[config.mk]
export PLATFORM = sky130hd
export DESIGN_NAME = icp_parser
export DESIGN_NICKNAME = d
export VERILOG_FILES = /design/src/rtl/icp_pkg.sv /design/src/rtl/icp_fifo2.sv /design/src/rtl/icp_word_match.sv /design/src/rtl/icp_parser.sv
export SDC_FILE = /design/constraint.sdc
export NUM_CORES = 2
export LEC_CHECK = 0
export BUFFER_PORTS_ARGS = -buffer_cell sky130_fd_sc_hd__buf_2
export CAP_MARGIN = 15
export CORE_MARGIN = 2
export CORE_UTILIZATION = 43
export DETAILED_ROUTE_END_ITERATION = 12
export PLACE_DENSITY = 0.57
export SLEW_MARGIN = 10
export SYNTH_ARGS = -nofsm -noshare
export SYNTH_HDL_FRONTEND = slang
export SYNTH_SLANG_ARGS = --single-unit
[constraint.sdc]
create_clock -name clk_sys -period 26.5 [get_ports clk_sys]
set_clock_uncertainty 0.1 [all_clocks]
set_input_delay 2.65 -clock clk_sys [delete_from_list [all_inputs] [get_ports clk_sys]]
set_output_delay 2.65 -clock clk_sys [all_outputs]
set_load 0.01 [all_outputs]
[src/rtl/icp_pkg.sv]
// shared constants, command tree and types of the instrument command parser
package icp_pkg;

  // longest command word held, in characters
  localparam int ICP_WMAX = 12;
  // command tree entries; entry 0 is the root and holds no word
  localparam int ICP_N = 10;
  // default depth of the response output queue
  localparam int ICP_QDEPTH = 64;
  // length of a common command mnemonic after the asterisk
  localparam int ICP_CLEN = 3;
  // shortest word that has a separate short form, minus one
  localparam int ICP_SHORT_MIN = 4;

  // characters with a meaning to the parser
  localparam logic [7:0] ICP_CH_LF = 8'h0A;
  localparam logic [7:0] ICP_CH_SPACE = 8'h20;
  localparam logic [7:0] ICP_CH_STAR = 8'h2A;
  localparam logic [7:0] ICP_CH_COMMA = 8'h2C;
  localparam logic [7:0] ICP_CH_COLON = 8'h3A;
  localparam logic [7:0] ICP_CH_SEMI = 8'h3B;
  localparam logic [7:0] ICP_CH_QUERY = 8'h3F;

  // flag bit positions of a tree entry
  localparam int ICP_F_OPT = 0;
  localparam int ICP_F_CMD = 1;
  localparam int ICP_F_QRY = 2;

  // long form of each word, upper case, first letter in the highest used byte
  localparam logic [8*ICP_WMAX-1:0] ICP_NAME [ICP_N] = '{
    96'h0, 96'("STATUS"), 96'("OPERATION"), 96'("ENABLE"), 96'("PRESET"),
    96'("SENSE"), 96'("FUNCTION"), 96'("SYSTEM"), 96'("ERROR"), 96'("OUTPUT")};
  // long form length of each word
  localparam logic [3:0] ICP_LEN [ICP_N] = '{
    4'h0, 4'h6, 4'h9, 4'h6, 4'h6, 4'h5, 4'h8, 4'h6, 4'h5, 4'h6};
  // parent entry of each word, 0 for root words
  localparam logic [3:0] ICP_PARENT [ICP_N] = '{
    4'h0, 4'h0, 4'h1, 4'h2, 4'h1, 4'h0, 4'h5, 4'h0, 4'h7, 4'h0};
  // {query allowed, command, optional}
  localparam logic [2:0] ICP_FLAGS [ICP_N] = '{
    3'h0, 3'h0, 3'h0, 3'h6, 3'h2, 3'h1, 3'h6, 3'h0, 3'h4, 3'h6};
  // mandatory numeric suffix character, zero when none
  localparam logic [7:0] ICP_SUFFIX [ICP_N] = '{
    8'h00, 8'h00, 8'h00, 8'h00, 8'h00, 8'h00, 8'h00, 8'h00, 8'h00, 8'h31};

  // error causes reported to status logic
  typedef enum logic [2:0] {
    ICP_ERR_NONE, ICP_ERR_HEADER, ICP_ERR_QUERY, ICP_ERR_COMMON,
    ICP_ERR_LENGTH, ICP_ERR_PATH, ICP_ERR_CHAR
  } icp_err_e;

  // parser states
  typedef enum logic [2:0] {
    ICP_ST_START, ICP_ST_WORD, ICP_ST_COMMON, ICP_ST_PARAM,
    ICP_ST_DISCARD, ICP_ST_WAITQ
  } icp_state_e;

endpackage

[src/rtl/icp_fifo2.sv]
// two-entry valid/ready buffer in front of the talker port
`timescale 1ns/1ps
`default_nettype none
module icp_fifo2 #(
  parameter int W = 9
) (
  // clock and reset
  input wire logic clk_sys,
  input wire logic rst_b,
  // filling side
  input wire logic in_valid,
  output logic in_ready,
  input wire logic [W-1:0] in_data,
  // draining side
  output logic out_valid,
  input wire logic out_ready,
  output logic [W-1:0] out_data
);
  if (W < 1) begin : g_chk
    $error("icp_fifo2 needs W of at least 1");
  end

  logic [W-1:0] slot1; // second entry, behind out_data
  logic [1:0] cnt; // entries held
  logic push;
  logic pop;

  assign in_ready = (cnt != 2'h2);
  assign out_valid = (cnt != 2'h0);
  assign push = in_valid && in_ready;
  assign pop = out_valid && out_ready;

  // occupancy
  always_ff @(posedge clk_sys or negedge rst_b) begin
    if (!rst_b) begin
      cnt <= 2'h0;
    end else if (push && !pop) begin
      cnt <= cnt + 2'h1;
    end else if (pop && !push) begin
      cnt <= cnt - 2'h1;
    end
  end

  // data slots; head always in out_data so the output is a flop
  always_ff @(posedge clk_sys or negedge rst_b) begin
    if (!rst_b) begin
      out_data <= '0;
      slot1 <= '0;
    end else if (push && pop) begin
      if (cnt == 2'h1) begin
        out_data <= in_data;
      end else begin
        out_data <= slot1;
        slot1 <= in_data;
      end
    end else if (pop) begin
      out_data <= slot1;
    end else if (push) begin
      if (cnt == 2'h0) begin
        out_data <= in_data;
      end else begin
        slot1 <= in_data;
      end
    end
  end
endmodule
`default_nettype wire

[src/rtl/icp_word_match.sv]
// compares a received word against one entry in long or short form
`timescale 1ns/1ps
`default_nettype none
module icp_word_match (
  // received word, last character in the lowest byte
  input wire logic [8*icp_pkg::ICP_WMAX-1:0] word,
  input wire logic [3:0] wlen,
  // table entry
  input wire logic [8*icp_pkg::ICP_WMAX-1:0] name,
  input wire logic [3:0] len,
  input wire logic [7:0] suffix,
  // result
  output logic match
);
  logic [3:0] short_len; // short form length of the entry
  logic [3:0] blen; // word length without its suffix
  logic [8*icp_pkg::ICP_WMAX-1:0] base; // word without its suffix
  logic same; // leading characters agree
  logic [7:0] fourth; // fourth letter of the long form

  // short form and prefix compare
  always_comb begin
    fourth = name[8*(len-4'h4)+:8];
    if (len <= 4'(icp_pkg::ICP_SHORT_MIN)) begin
      short_len = len;
    end else if (fourth == "A" || fourth == "E" || fourth == "I" ||
                 fourth == "O" || fourth == "U" || fourth == "Y") begin
      short_len = 4'h3;
    end else begin
      short_len = 4'h4;
    end
    if (suffix != 8'h00) begin
      blen = wlen - 4'h1;
      base = word >> 8;
    end else begin
      blen = wlen;
      base = word;
    end
    same = 1'b1;
    for (int i = 0; i < icp_pkg::ICP_WMAX; i++) begin
      if (4'(i) < blen && base[8*(blen-4'(i)-4'h1)+:8] != name[8*(len-4'(i)-4'h1)+:8]) begin
        same = 1'b0;
      end
    end
    match = same && (blen == len || blen == short_len) &&
            (suffix == 8'h00 || (wlen != 4'h0 && word[7:0] == suffix));
  end
endmodule
`default_nettype wire

[src/rtl/icp_parser.sv]
// program message parser, path pointer, executor strobes and response queue
`timescale 1ns/1ps
`default_nettype none
module icp_parser #(
  parameter int QDEPTH = icp_pkg::ICP_QDEPTH
) (
  // clock and reset
  input wire logic clk_sys,
  input wire logic rst_b,
  // program message bytes from the bus
  input wire logic rx_valid,
  input wire logic [7:0] rx_data,
  input wire logic rx_eoi,
  output logic rx_ready,
  // decoded tree commands
  output logic cmd_valid,
  output logic [3:0] cmd_node,
  output logic cmd_query,
  // parameter characters of the command about to issue
  output logic par_valid,
  output logic [7:0] par_data,
  // decoded common commands
  output logic common_valid,
  output logic [8*icp_pkg::ICP_CLEN-1:0] common_name,
  output logic common_query,
  // query answer beats from the executor
  input wire logic resp_valid,
  input wire logic [7:0] resp_data,
  input wire logic resp_sep,
  input wire logic resp_end,
  output logic resp_ready,
  // talker side
  input wire logic talk_addressed,
  output logic tx_valid,
  output logic [7:0] tx_data,
  output logic tx_eoi,
  input wire logic tx_ready,
  // error report
  output logic err_pulse,
  output icp_pkg::icp_err_e err_code
);
  localparam int QW = $clog2(QDEPTH);

  if (QDEPTH < 4 || (QDEPTH & (QDEPTH - 1)) != 0) begin : g_chk
    $error("icp_parser needs QDEPTH a power of two of at least 4");
  end

  // case folding of a received character
  function automatic logic [7:0] fold(input logic [7:0] c);
    fold = (c >= "a" && c <= "z") ? c - 8'h20 : c;
  endfunction

  // letters and digits form words
  function automatic logic is_name(input logic [7:0] c);
    is_name = (c >= "A" && c <= "Z") || (c >= "0" && c <= "9");
  endfunction

  icp_pkg::icp_state_e state; // parser state
  logic [3:0] level; // path pointer, 0 is root
  logic [8*icp_pkg::ICP_WMAX-1:0] wbuf; // word being collected
  logic [3:0] wlen; // characters in wbuf
  logic [1:0] clen; // letters of a common mnemonic
  logic pend_common; // pending command is common
  logic [3:0] pend_node; // pending tree entry
  logic pend_query; // pending command is a query
  logic had_query; // message already queued a response
  logic term_pend; // terminator seen while waiting on a query

  // byte decode
  logic take; // byte accepted this cycle
  logic [7:0] ch; // folded character
  logic term; // byte ends the message
  logic cat; // eoi byte completes the word
  logic [8*icp_pkg::ICP_WMAX-1:0] rword; // word used for resolution
  logic [3:0] rlen;

  // output queue
  logic [8:0] qmem [QDEPTH]; // {eoi, character}
  logic [QW-1:0] wr_ptr;
  logic [QW-1:0] rd_ptr;
  logic [QW:0] qcnt;
  logic [QW:0] msgs; // complete messages held
  logic q_push;
  logic [8:0] q_wdata;
  logic q_room; // two free places, room for a separator and a terminator
  logic q_pop;
  logic buf_ready;

  assign ch = fold(rx_data);
  assign take = rx_valid && rx_ready;
  // LF or EOI ends a message
  assign term = (ch == icp_pkg::ICP_CH_LF) || rx_eoi;
  assign cat = rx_eoi && is_name(ch) && state == icp_pkg::ICP_ST_WORD;
  assign rword = cat ? {wbuf[8*icp_pkg::ICP_WMAX-9:0], ch} : wbuf;
  assign rlen = cat ? wlen + 4'h1 : wlen;
  assign q_room = (qcnt < (QW+1)'(QDEPTH - 1));
  // stall input while a query answer is collected or the queue is tight
  assign rx_ready = (state != icp_pkg::ICP_ST_WAITQ) && q_room;
  assign resp_ready = (state == icp_pkg::ICP_ST_WAITQ) && q_room;

  // word match against every entry in the tree
  logic [icp_pkg::ICP_N-1:0] raw;
  logic [icp_pkg::ICP_N-1:0] hit;
  assign raw[0] = 1'b0;
  assign hit[0] = 1'b0;
  for (genvar e = 1; e < icp_pkg::ICP_N; e++) begin : g_match
    icp_word_match u_match (
      .word(rword),
      .wlen(rlen),
      .name(icp_pkg::ICP_NAME[e]),
      .len(icp_pkg::ICP_LEN[e]),
      .suffix(icp_pkg::ICP_SUFFIX[e]),
      .match(raw[e])
    );
    // children of optional roots count as roots
    // only entries below the pointer resolve
    assign hit[e] = raw[e] && (icp_pkg::ICP_PARENT[e] == level ||
      (level == 4'h0 && icp_pkg::ICP_FLAGS[icp_pkg::ICP_PARENT[e]][icp_pkg::ICP_F_OPT]));
  end

  // lowest matching entry
  function automatic logic [3:0] first_hit(input logic [icp_pkg::ICP_N-1:0] h);
    first_hit = 4'h0;
    for (int i = icp_pkg::ICP_N - 1; i > 0; i--) begin
      if (h[i]) begin
        first_hit = 4'(i);
      end
    end
  endfunction

  logic [3:0] node;
  logic [2:0] nflags;
  assign node = first_hit(hit);
  assign nflags = icp_pkg::ICP_FLAGS[node];

  // parser state machine and strobes
  always_ff @(posedge clk_sys or negedge rst_b) begin
    if (!rst_b) begin
      state <= icp_pkg::ICP_ST_START;
      level <= 4'h0;
      wbuf <= '0;
      wlen <= 4'h0;
      clen <= 2'h0;
      pend_common <= 1'b0;
      pend_node <= 4'h0;
      pend_query <= 1'b0;
      had_query <= 1'b0;
      term_pend <= 1'b0;
      cmd_valid <= 1'b0;
      cmd_node <= 4'h0;
      cmd_query <= 1'b0;
      par_valid <= 1'b0;
      par_data <= 8'h00;
      common_valid <= 1'b0;
      common_name <= '0;
      common_query <= 1'b0;
      err_pulse <= 1'b0;
      err_code <= icp_pkg::ICP_ERR_NONE;
      q_push <= 1'b0;
      q_wdata <= 9'h000;
    end else begin
      // one-cycle strobes fall back by default
      cmd_valid <= 1'b0;
      par_valid <= 1'b0;
      common_valid <= 1'b0;
      err_pulse <= 1'b0;
      q_push <= 1'b0;
      if (state == icp_pkg::ICP_ST_WAITQ) begin
        // collect the executor's answer into the queue
        if (resp_valid && resp_ready) begin
          if (resp_end) begin
            if (term_pend) begin
              q_push <= 1'b1;
              q_wdata <= {1'b1, icp_pkg::ICP_CH_LF};
              had_query <= 1'b0;
              level <= 4'h0;
            end
            term_pend <= 1'b0;
            state <= icp_pkg::ICP_ST_START;
          end else begin
            q_push <= 1'b1;
            q_wdata <= {1'b0, resp_sep ? icp_pkg::ICP_CH_COMMA : resp_data};
          end
        end
      end else if (take) begin
        case (state)
          icp_pkg::ICP_ST_START: begin
            if (term) begin
              // empty command, close the message
              if (had_query) begin
                q_push <= 1'b1;
                q_wdata <= {1'b1, icp_pkg::ICP_CH_LF};
              end
              had_query <= 1'b0;
              level <= 4'h0;
            end else if (ch == icp_pkg::ICP_CH_SPACE) begin
              // blanks between commands are skipped
            end else if (ch == icp_pkg::ICP_CH_STAR) begin
              state <= icp_pkg::ICP_ST_COMMON;
              clen <= 2'h0;
              common_name <= '0;
              pend_query <= 1'b0;
            end else if (ch == icp_pkg::ICP_CH_COLON) begin
              level <= 4'h0;
              wlen <= 4'h0;
              state <= icp_pkg::ICP_ST_WORD;
            end else if (is_name(ch)) begin
              wbuf <= {{(8*icp_pkg::ICP_WMAX-8){1'b0}}, ch};
              wlen <= 4'h1;
              state <= icp_pkg::ICP_ST_WORD;
            end else begin
              err_pulse <= 1'b1;
              err_code <= icp_pkg::ICP_ERR_CHAR;
              state <= icp_pkg::ICP_ST_DISCARD;
            end
          end
          icp_pkg::ICP_ST_WORD: begin
            if (is_name(ch) && !rx_eoi) begin
              if (wlen == 4'(icp_pkg::ICP_WMAX)) begin
                err_pulse <= 1'b1;
                err_code <= icp_pkg::ICP_ERR_LENGTH;
                state <= icp_pkg::ICP_ST_DISCARD;
              end else begin
                wbuf <= {wbuf[8*icp_pkg::ICP_WMAX-9:0], ch};
                wlen <= wlen + 4'h1;
              end
            end else if (rlen == 4'h0 || node == 4'h0) begin
              err_pulse <= 1'b1;
              err_code <= (rlen == 4'h0) ? icp_pkg::ICP_ERR_PATH : icp_pkg::ICP_ERR_HEADER;
              state <= term ? icp_pkg::ICP_ST_START : icp_pkg::ICP_ST_DISCARD;
              if (term) begin
                if (had_query) begin
                  q_push <= 1'b1;
                  q_wdata <= {1'b1, icp_pkg::ICP_CH_LF};
                end
                had_query <= 1'b0;
                level <= 4'h0;
              end
            end else if (ch == icp_pkg::ICP_CH_COLON) begin
              level <= node;
              wlen <= 4'h0;
            end else if ((ch == icp_pkg::ICP_CH_QUERY) ? !nflags[icp_pkg::ICP_F_QRY]
                                                        : !nflags[icp_pkg::ICP_F_CMD]) begin
              err_pulse <= 1'b1;
              err_code <= icp_pkg::ICP_ERR_QUERY;
              state <= icp_pkg::ICP_ST_DISCARD;
            end else begin
              pend_common <= 1'b0;
              pend_node <= node;
              pend_query <= (ch == icp_pkg::ICP_CH_QUERY);
              state <= icp_pkg::ICP_ST_PARAM;
              // separator or terminator issues at once
              if (ch == icp_pkg::ICP_CH_SEMI || term) begin
                cmd_valid <= 1'b1;
                cmd_node <= node;
                cmd_query <= 1'b0;
                state <= icp_pkg::ICP_ST_START;
                if (term) begin
                  if (had_query) begin
                    q_push <= 1'b1;
                    q_wdata <= {1'b1, icp_pkg::ICP_CH_LF};
                  end
                  had_query <= 1'b0;
                  level <= 4'h0;
                end
              end
            end
          end
          icp_pkg::ICP_ST_COMMON: begin
            if (is_name(ch) && clen != 2'(icp_pkg::ICP_CLEN)) begin
              common_name <= {common_name[8*icp_pkg::ICP_CLEN-9:0], ch};
              clen <= clen + 2'h1;
              // eoi on the last letter ends the message
              if (rx_eoi && clen == 2'(icp_pkg::ICP_CLEN - 1)) begin
                common_valid <= 1'b1;
                common_query <= 1'b0;
                state <= icp_pkg::ICP_ST_START;
                if (had_query) begin
                  q_push <= 1'b1;
                  q_wdata <= {1'b1, icp_pkg::ICP_CH_LF};
                end
                had_query <= 1'b0;
                level <= 4'h0;
              end
            end else if (clen == 2'(icp_pkg::ICP_CLEN) &&
                         (ch == icp_pkg::ICP_CH_QUERY || ch == icp_pkg::ICP_CH_SPACE ||
                          ch == icp_pkg::ICP_CH_SEMI || term)) begin
              pend_common <= 1'b1;
              pend_query <= (ch == icp_pkg::ICP_CH_QUERY);
              state <= icp_pkg::ICP_ST_PARAM;
              if (ch == icp_pkg::ICP_CH_SEMI || term) begin
                common_valid <= 1'b1;
                common_query <= 1'b0;
                state <= icp_pkg::ICP_ST_START;
                if (term) begin
                  if (had_query) begin
                    q_push <= 1'b1;
                    q_wdata <= {1'b1, icp_pkg::ICP_CH_LF};
                  end
                  had_query <= 1'b0;
                  level <= 4'h0;
                end
              end
            end else begin
              err_pulse <= 1'b1;
              err_code <= icp_pkg::ICP_ERR_COMMON;
              state <= term ? icp_pkg::ICP_ST_START : icp_pkg::ICP_ST_DISCARD;
              if (term) begin
                // an answered query still gets its closing LF
                if (had_query) begin
                  q_push <= 1'b1;
                  q_wdata <= {1'b1, icp_pkg::ICP_CH_LF};
                end
                had_query <= 1'b0;
                level <= 4'h0;
              end
            end
          end
          icp_pkg::ICP_ST_PARAM: begin
            if (ch != icp_pkg::ICP_CH_SEMI && !(ch == icp_pkg::ICP_CH_LF) &&
                ch != icp_pkg::ICP_CH_SPACE) begin
              // forward parameter text unfolded
              par_valid <= 1'b1;
              par_data <= rx_data;
            end
            if (ch == icp_pkg::ICP_CH_SEMI || term) begin
              cmd_valid <= !pend_common;
              common_valid <= pend_common;
              cmd_node <= pend_node;
              cmd_query <= pend_query;
              common_query <= pend_query;
              if (pend_query) begin
                if (had_query) begin
                  q_push <= 1'b1;
                  q_wdata <= {1'b0, icp_pkg::ICP_CH_SEMI};
                end
                had_query <= 1'b1;
                term_pend <= term;
                state <= icp_pkg::ICP_ST_WAITQ;
              end else begin
                state <= icp_pkg::ICP_ST_START;
                if (term) begin
                  if (had_query) begin
                    q_push <= 1'b1;
                    q_wdata <= {1'b1, icp_pkg::ICP_CH_LF};
                  end
                  had_query <= 1'b0;
                  level <= 4'h0;
                end
              end
            end
          end
          icp_pkg::ICP_ST_DISCARD: begin
            if (term) begin
              if (had_query) begin
                q_push <= 1'b1;
                q_wdata <= {1'b1, icp_pkg::ICP_CH_LF};
              end
              had_query <= 1'b0;
              level <= 4'h0;
              state <= icp_pkg::ICP_ST_START;
            end
          end
          default: begin
            state <= icp_pkg::ICP_ST_START;
          end
        endcase
      end
    end
  end

  // drain only while addressed to talk and a whole message waits
  assign q_pop = talk_addressed && (msgs != '0) && buf_ready;

  // output queue storage
  always_ff @(posedge clk_sys) begin
    if (q_push) begin
      qmem[wr_ptr] <= q_wdata;
    end
  end

  // queue pointers and message count
  always_ff @(posedge clk_sys or negedge rst_b) begin
    if (!rst_b) begin
      wr_ptr <= '0;
      rd_ptr <= '0;
      qcnt <= '0;
      msgs <= '0;
    end else begin
      if (q_push) begin
        wr_ptr <= wr_ptr + QW'(1);
      end
      if (q_pop) begin
        rd_ptr <= rd_ptr + QW'(1);
      end
      if (q_push && !q_pop) begin
        qcnt <= qcnt + (QW+1)'(1);
      end else if (q_pop && !q_push) begin
        qcnt <= qcnt - (QW+1)'(1);
      end
      // a message counts once its closing LF is queued
      if ((q_push && q_wdata[8]) && !(q_pop && qmem[rd_ptr][8])) begin
        msgs <= msgs + (QW+1)'(1);
      end else if (!(q_push && q_wdata[8]) && (q_pop && qmem[rd_ptr][8])) begin
        msgs <= msgs - (QW+1)'(1);
      end
    end
  end

  // two-entry buffer so a stalled receiver loses no character
  icp_fifo2 #(
    .W(9)
  ) u_txbuf (
    .clk_sys(clk_sys),
    .rst_b(rst_b),
    .in_valid(q_pop),
    .in_ready(buf_ready),
    .in_data(qmem[rd_ptr]),
    .out_valid(tx_valid),
    .out_ready(tx_ready),
    .out_data({tx_eoi, tx_data})
  );
endmodule
`default_nettype wire

==> impl_metrics.env <==
export IMPL_cts_setup_buffers=0
export IMPL_use_met2_pct=42.1
export IMPL_relSlewSlack_pct=12.6
export IMPL_final_antenna_net_count=0
export IMPL_hold_viol_final=0
export IMPL_syn_to_final_growth_pct=10.1
export IMPL_hold_ws_ns=0.361
export IMPL_slowest_delay_ns=0.79
export IMPL_worstPathArrival_ns=13.88
export IMPL_crit_type="primary input to register"
export IMPL_async_flop_share_pct=27.5
export IMPL_endpoint_kind="register"
export IMPL_powerDensity_nw_per_um2=107
export IMPL_synth_most_common_cell="edfxtp_1"
export IMPL_clockRootBuffer="clkbuf_16"
export IMPL_worstMarginPinSlew_ns=1.29
export IMPL_synth_nets=4018
export IMPL_maxCapViolations=0
export IMPL_drive_gt1_share_pct=16.9
export IMPL_num_vias=35800
export IMPL_dieArea_um2=107000
export IMPL_rows=118
export IMPL_cts_tree="built"
export IMPL_drv_slew=0
export IMPL_io_pins=82
export IMPL_cts_hold_buf=0
export IMPL_postSynthAreaPerCell_um2=11.4
export IMPL_use_met3_pct=6.52
export IMPL_dpl_cell_count=5193
export IMPL_drtIter0Drc=5202
export IMPL_power_leakage_nw=17.8
export IMPL_grt_use_met1_pct=44.8
export IMPL_port_buffers=81
export IMPL_whs_endpoint="common_name[16]$_DFFE_PN0P_"
export IMPL_grt_max_degree=93
export IMPL_routed_via_density=6.69
export IMPL_post_layout_nonfiller_instances=5350
export IMPL_synth_edf_count=576
export IMPL_rsz0062_at_grt="no"
export IMPL_clk_pin_slew_ns=0.05
export IMPL_timing_fmax_ghz=0.0745
export IMPL_crit_required_ns=26.95
export IMPL_final_period_utilization_pct=50.7
export IMPL_yosysWarnings=0
export IMPL_grt_pass1_vias=33700
export IMPL_place_hpwl_mm=114
export IMPL_insertion_delay_ns=0.68
export IMPL_ys_top_cells_by_count="576 x edfxtp_1, 474 x nand2_1, 252 x nor2_1, 218 x dfrtp_1, 199 x mux4_2"
export IMPL_ys_seq_elements=794
export IMPL_finalNetCount=3982
export IMPL_firstDrtPassIters=9
export IMPL_slowest_stage="ha_1"
export IMPL_cts_buffer_depth=3
export IMPL_cts_made_buffers=83
export IMPL_die_y_um=328
export IMPL_period_needed_ns=13.43
export IMPL_ys_types=128
export IMPL_min_from="common_name[16]$_DFFE_PN0P_"
export IMPL_dpl_cell_area_um2=46800
export IMPL_cp_startpoint="rx_data[5]"
export IMPL_drcViolationCount=0
export IMPL_grt_usage_pct=29.8
export IMPL_yosys_area_top_type_share_pct=38.4
export IMPL_wl_mm=162
export IMPL_overflow=0
export IMPL_yosysTopAreaCell="edfxtp_1"
export IMPL_r2r_setup_slack_ns=15.07
export IMPL_synth_area_leaders="edfxtp_1 38%, dfrtp_1 12%, mux4_2 9.9%, nand2_1 3.9%, nor2_1 2.1%"
export IMPL_hold_class="register to register"
export IMPL_hold_path_depth=2
export IMPL_initial_core_util_pct=43.4
export IMPL_reg2regPathDepth=31
export IMPL_r2r_start="wlen[1]$_DFFE_PN0P_"
export IMPL_antenna_found_initial=4
export IMPL_grt_pass1_wl_mm=237
export IMPL_syn_inst=3935
export IMPL_start_kind="primary input"
export IMPL_htree_levels=3
export IMPL_wl_per_cell_um=30.4
export IMPL_r2r_end="cmd_node[3]$_DFFE_PN0P_"
export IMPL_cp_max_fo=41
export IMPL_cts_resized=0
export IMPL_netlist_area_um2=45100
export IMPL_run_status="completed"
export IMPL_synth_flop_cell="edfxtp_1"
export IMPL_ir_drop_uv=68.8
export IMPL_numClockSinks=794
export IMPL_busiest_layer="met1"
export IMPL_fill_cells=9260
export IMPL_post_route_cell_area_um2=49600
export IMPL_synth_seq_area_share_pct=50.5
export IMPL_setup_viol=0
export IMPL_die_w_um=328
export IMPL_gp_congestion=1.05
export IMPL_core_area_um2=104000
export IMPL_fin_tns_setup_ns=0
-- sequential cells by signal, summed over array words and instances (netlist names), 6 cells and up --
signal and cells:
rd_ptr 6, msgs 7, common_name 24, qmem 576, q_wdata 9, u_txbuf.slot1 9, wbuf 96, u_txbuf.out_data 9
wr_ptr 6, qcnt 7, par_data 8
-- cell type report --
| class | instances | area [um^2] | share of cell area, % |
|---|---|---|---|
| flip-flops and latches | 794 | 22800 | 45.9 |
| multi-input cells | 2751 | 20800 | 41.9 |
| clock buffers | 113 | 2280 | 4.60 |
| well taps | 1380 | 1730 | 3.48 |
| repair buffers | 166 | 1080 | 2.17 |
| clock inverters | 42 | 546 | 1.10 |
| inverters | 103 | 393 | 0.792 |
| diodes | 1 | 2.50 | 0.00504 |
-- report_power, final --
group | leakage, nW | internal [mW] | switching (mW)
sequential | 8.37 | 1.49 | 0.142
combinational | 8.01 | 0.858 | 1.63
clock | 1.38 | 0.692 | 0.509
total | 17.8 | 3.04 | 2.28
-- worst max path at each step --
stage | endpoint | slack (ns) | cells after the start
after floorplan | cmd_node[0]$_DFFE_PN0P_ | 15.04 | 36
after global placement | cmd_node[0]$_DFFE_PN0P_ | 12.98 | 35
after detailed placement | cmd_node[3]$_DFFE_PN0P_ | 12.78 | 35
after global routing | cmd_node[3]$_DFFE_PN0P_ | 12.46 | 35
final | cmd_node[3]$_DFFE_PN0P_ | 13.07 | 35
after CTS | cmd_node[3]$_DFFE_PN0P_ | 13.45 | 35
-- per-layer routing --
layer,up-vias,routed length [um]
met1,18100,70500
li1,15300,-
met4,2,6570
met5,-,13
met2,2090,68100
met3,329,17300
-- placed cells by master (no fill, tap or decap), types with 18 or more instances in the layout --
master / count
mux4_2: 199
a2bb2oi_1: 21
o21ai_0: 182
dfrtp_1: 204
o221ai_1: 18
nor3_1: 108
nor2_1: 250
o2111ai_1: 35
o21a_1: 22
buf_2: 80
clkbuf_1: 21
o22ai_1: 27
inv_1: 95
nor2b_1: 37
nand4_1: 36
o31ai_1: 50
a21oi_1: 129
a22oi_1: 22
a211o_1: 23
a21o_1: 18
clkbuf_16: 83
and2_1: 18
a211oi_1: 50
nor4_1: 25
o211ai_1: 70
a31oi_1: 52
edfxtp_1: 576
nand3_1: 176
mux2i_1: 81
nand2_1: 473
mux2_2: 63
nand2b_1: 26
or3_1: 28
buf_4: 82
xnor2_1: 31
and3_1: 30
ha_1: 55
-- through the flow --
| stage | utilization [%] | setup WS (ns) | power [mW] |
|---|---|---|---|
| 3_3_place_gp | 45.1 | 12.98 | 4.05 |
| 3_5_place_dp | 45.1 | 12.78 | 4.05 |
| 2_1_floorplan | - | 15.04 | 3.16 |
| 5_1_grt | 47.8 | 12.46 | 5.50 |
| 6_report | 47.8 | 13.07 | 5.31 |
| 4_1_cts | 47.8 | 13.45 | 5.25 |
-- logic make-up (layout without fill, tap and decap cells) --
kind of cell / count (synthesis) / after routing / synth area share, %
multiplexers: 350 / 350 / 13.5
AO/OA/AOI/OAI: 985 / 985 / 15.8
buffers and inverters: 390 / 424 / 3.54
flip-flops: 794 / 794 / 50.5
other: 0 / 1 / 0
AND/OR/NAND/NOR: 1311 / 1311 / 13.8
adder cells (fa/ha/maj): 58 / 58 / 1.64
XOR/XNOR: 47 / 47 / 1.08
-- critical path: cells and delay by family --
kind,cells,cell delay (ns)
adder cells (fa/ha/maj),3,1.60
AND/OR/NAND/NOR,9,2.87
multiplexers,3,1.11
AO/OA/AOI/OAI,11,2.74
buffers and inverters,9,2.83
(Power assumes the default switching activity.)
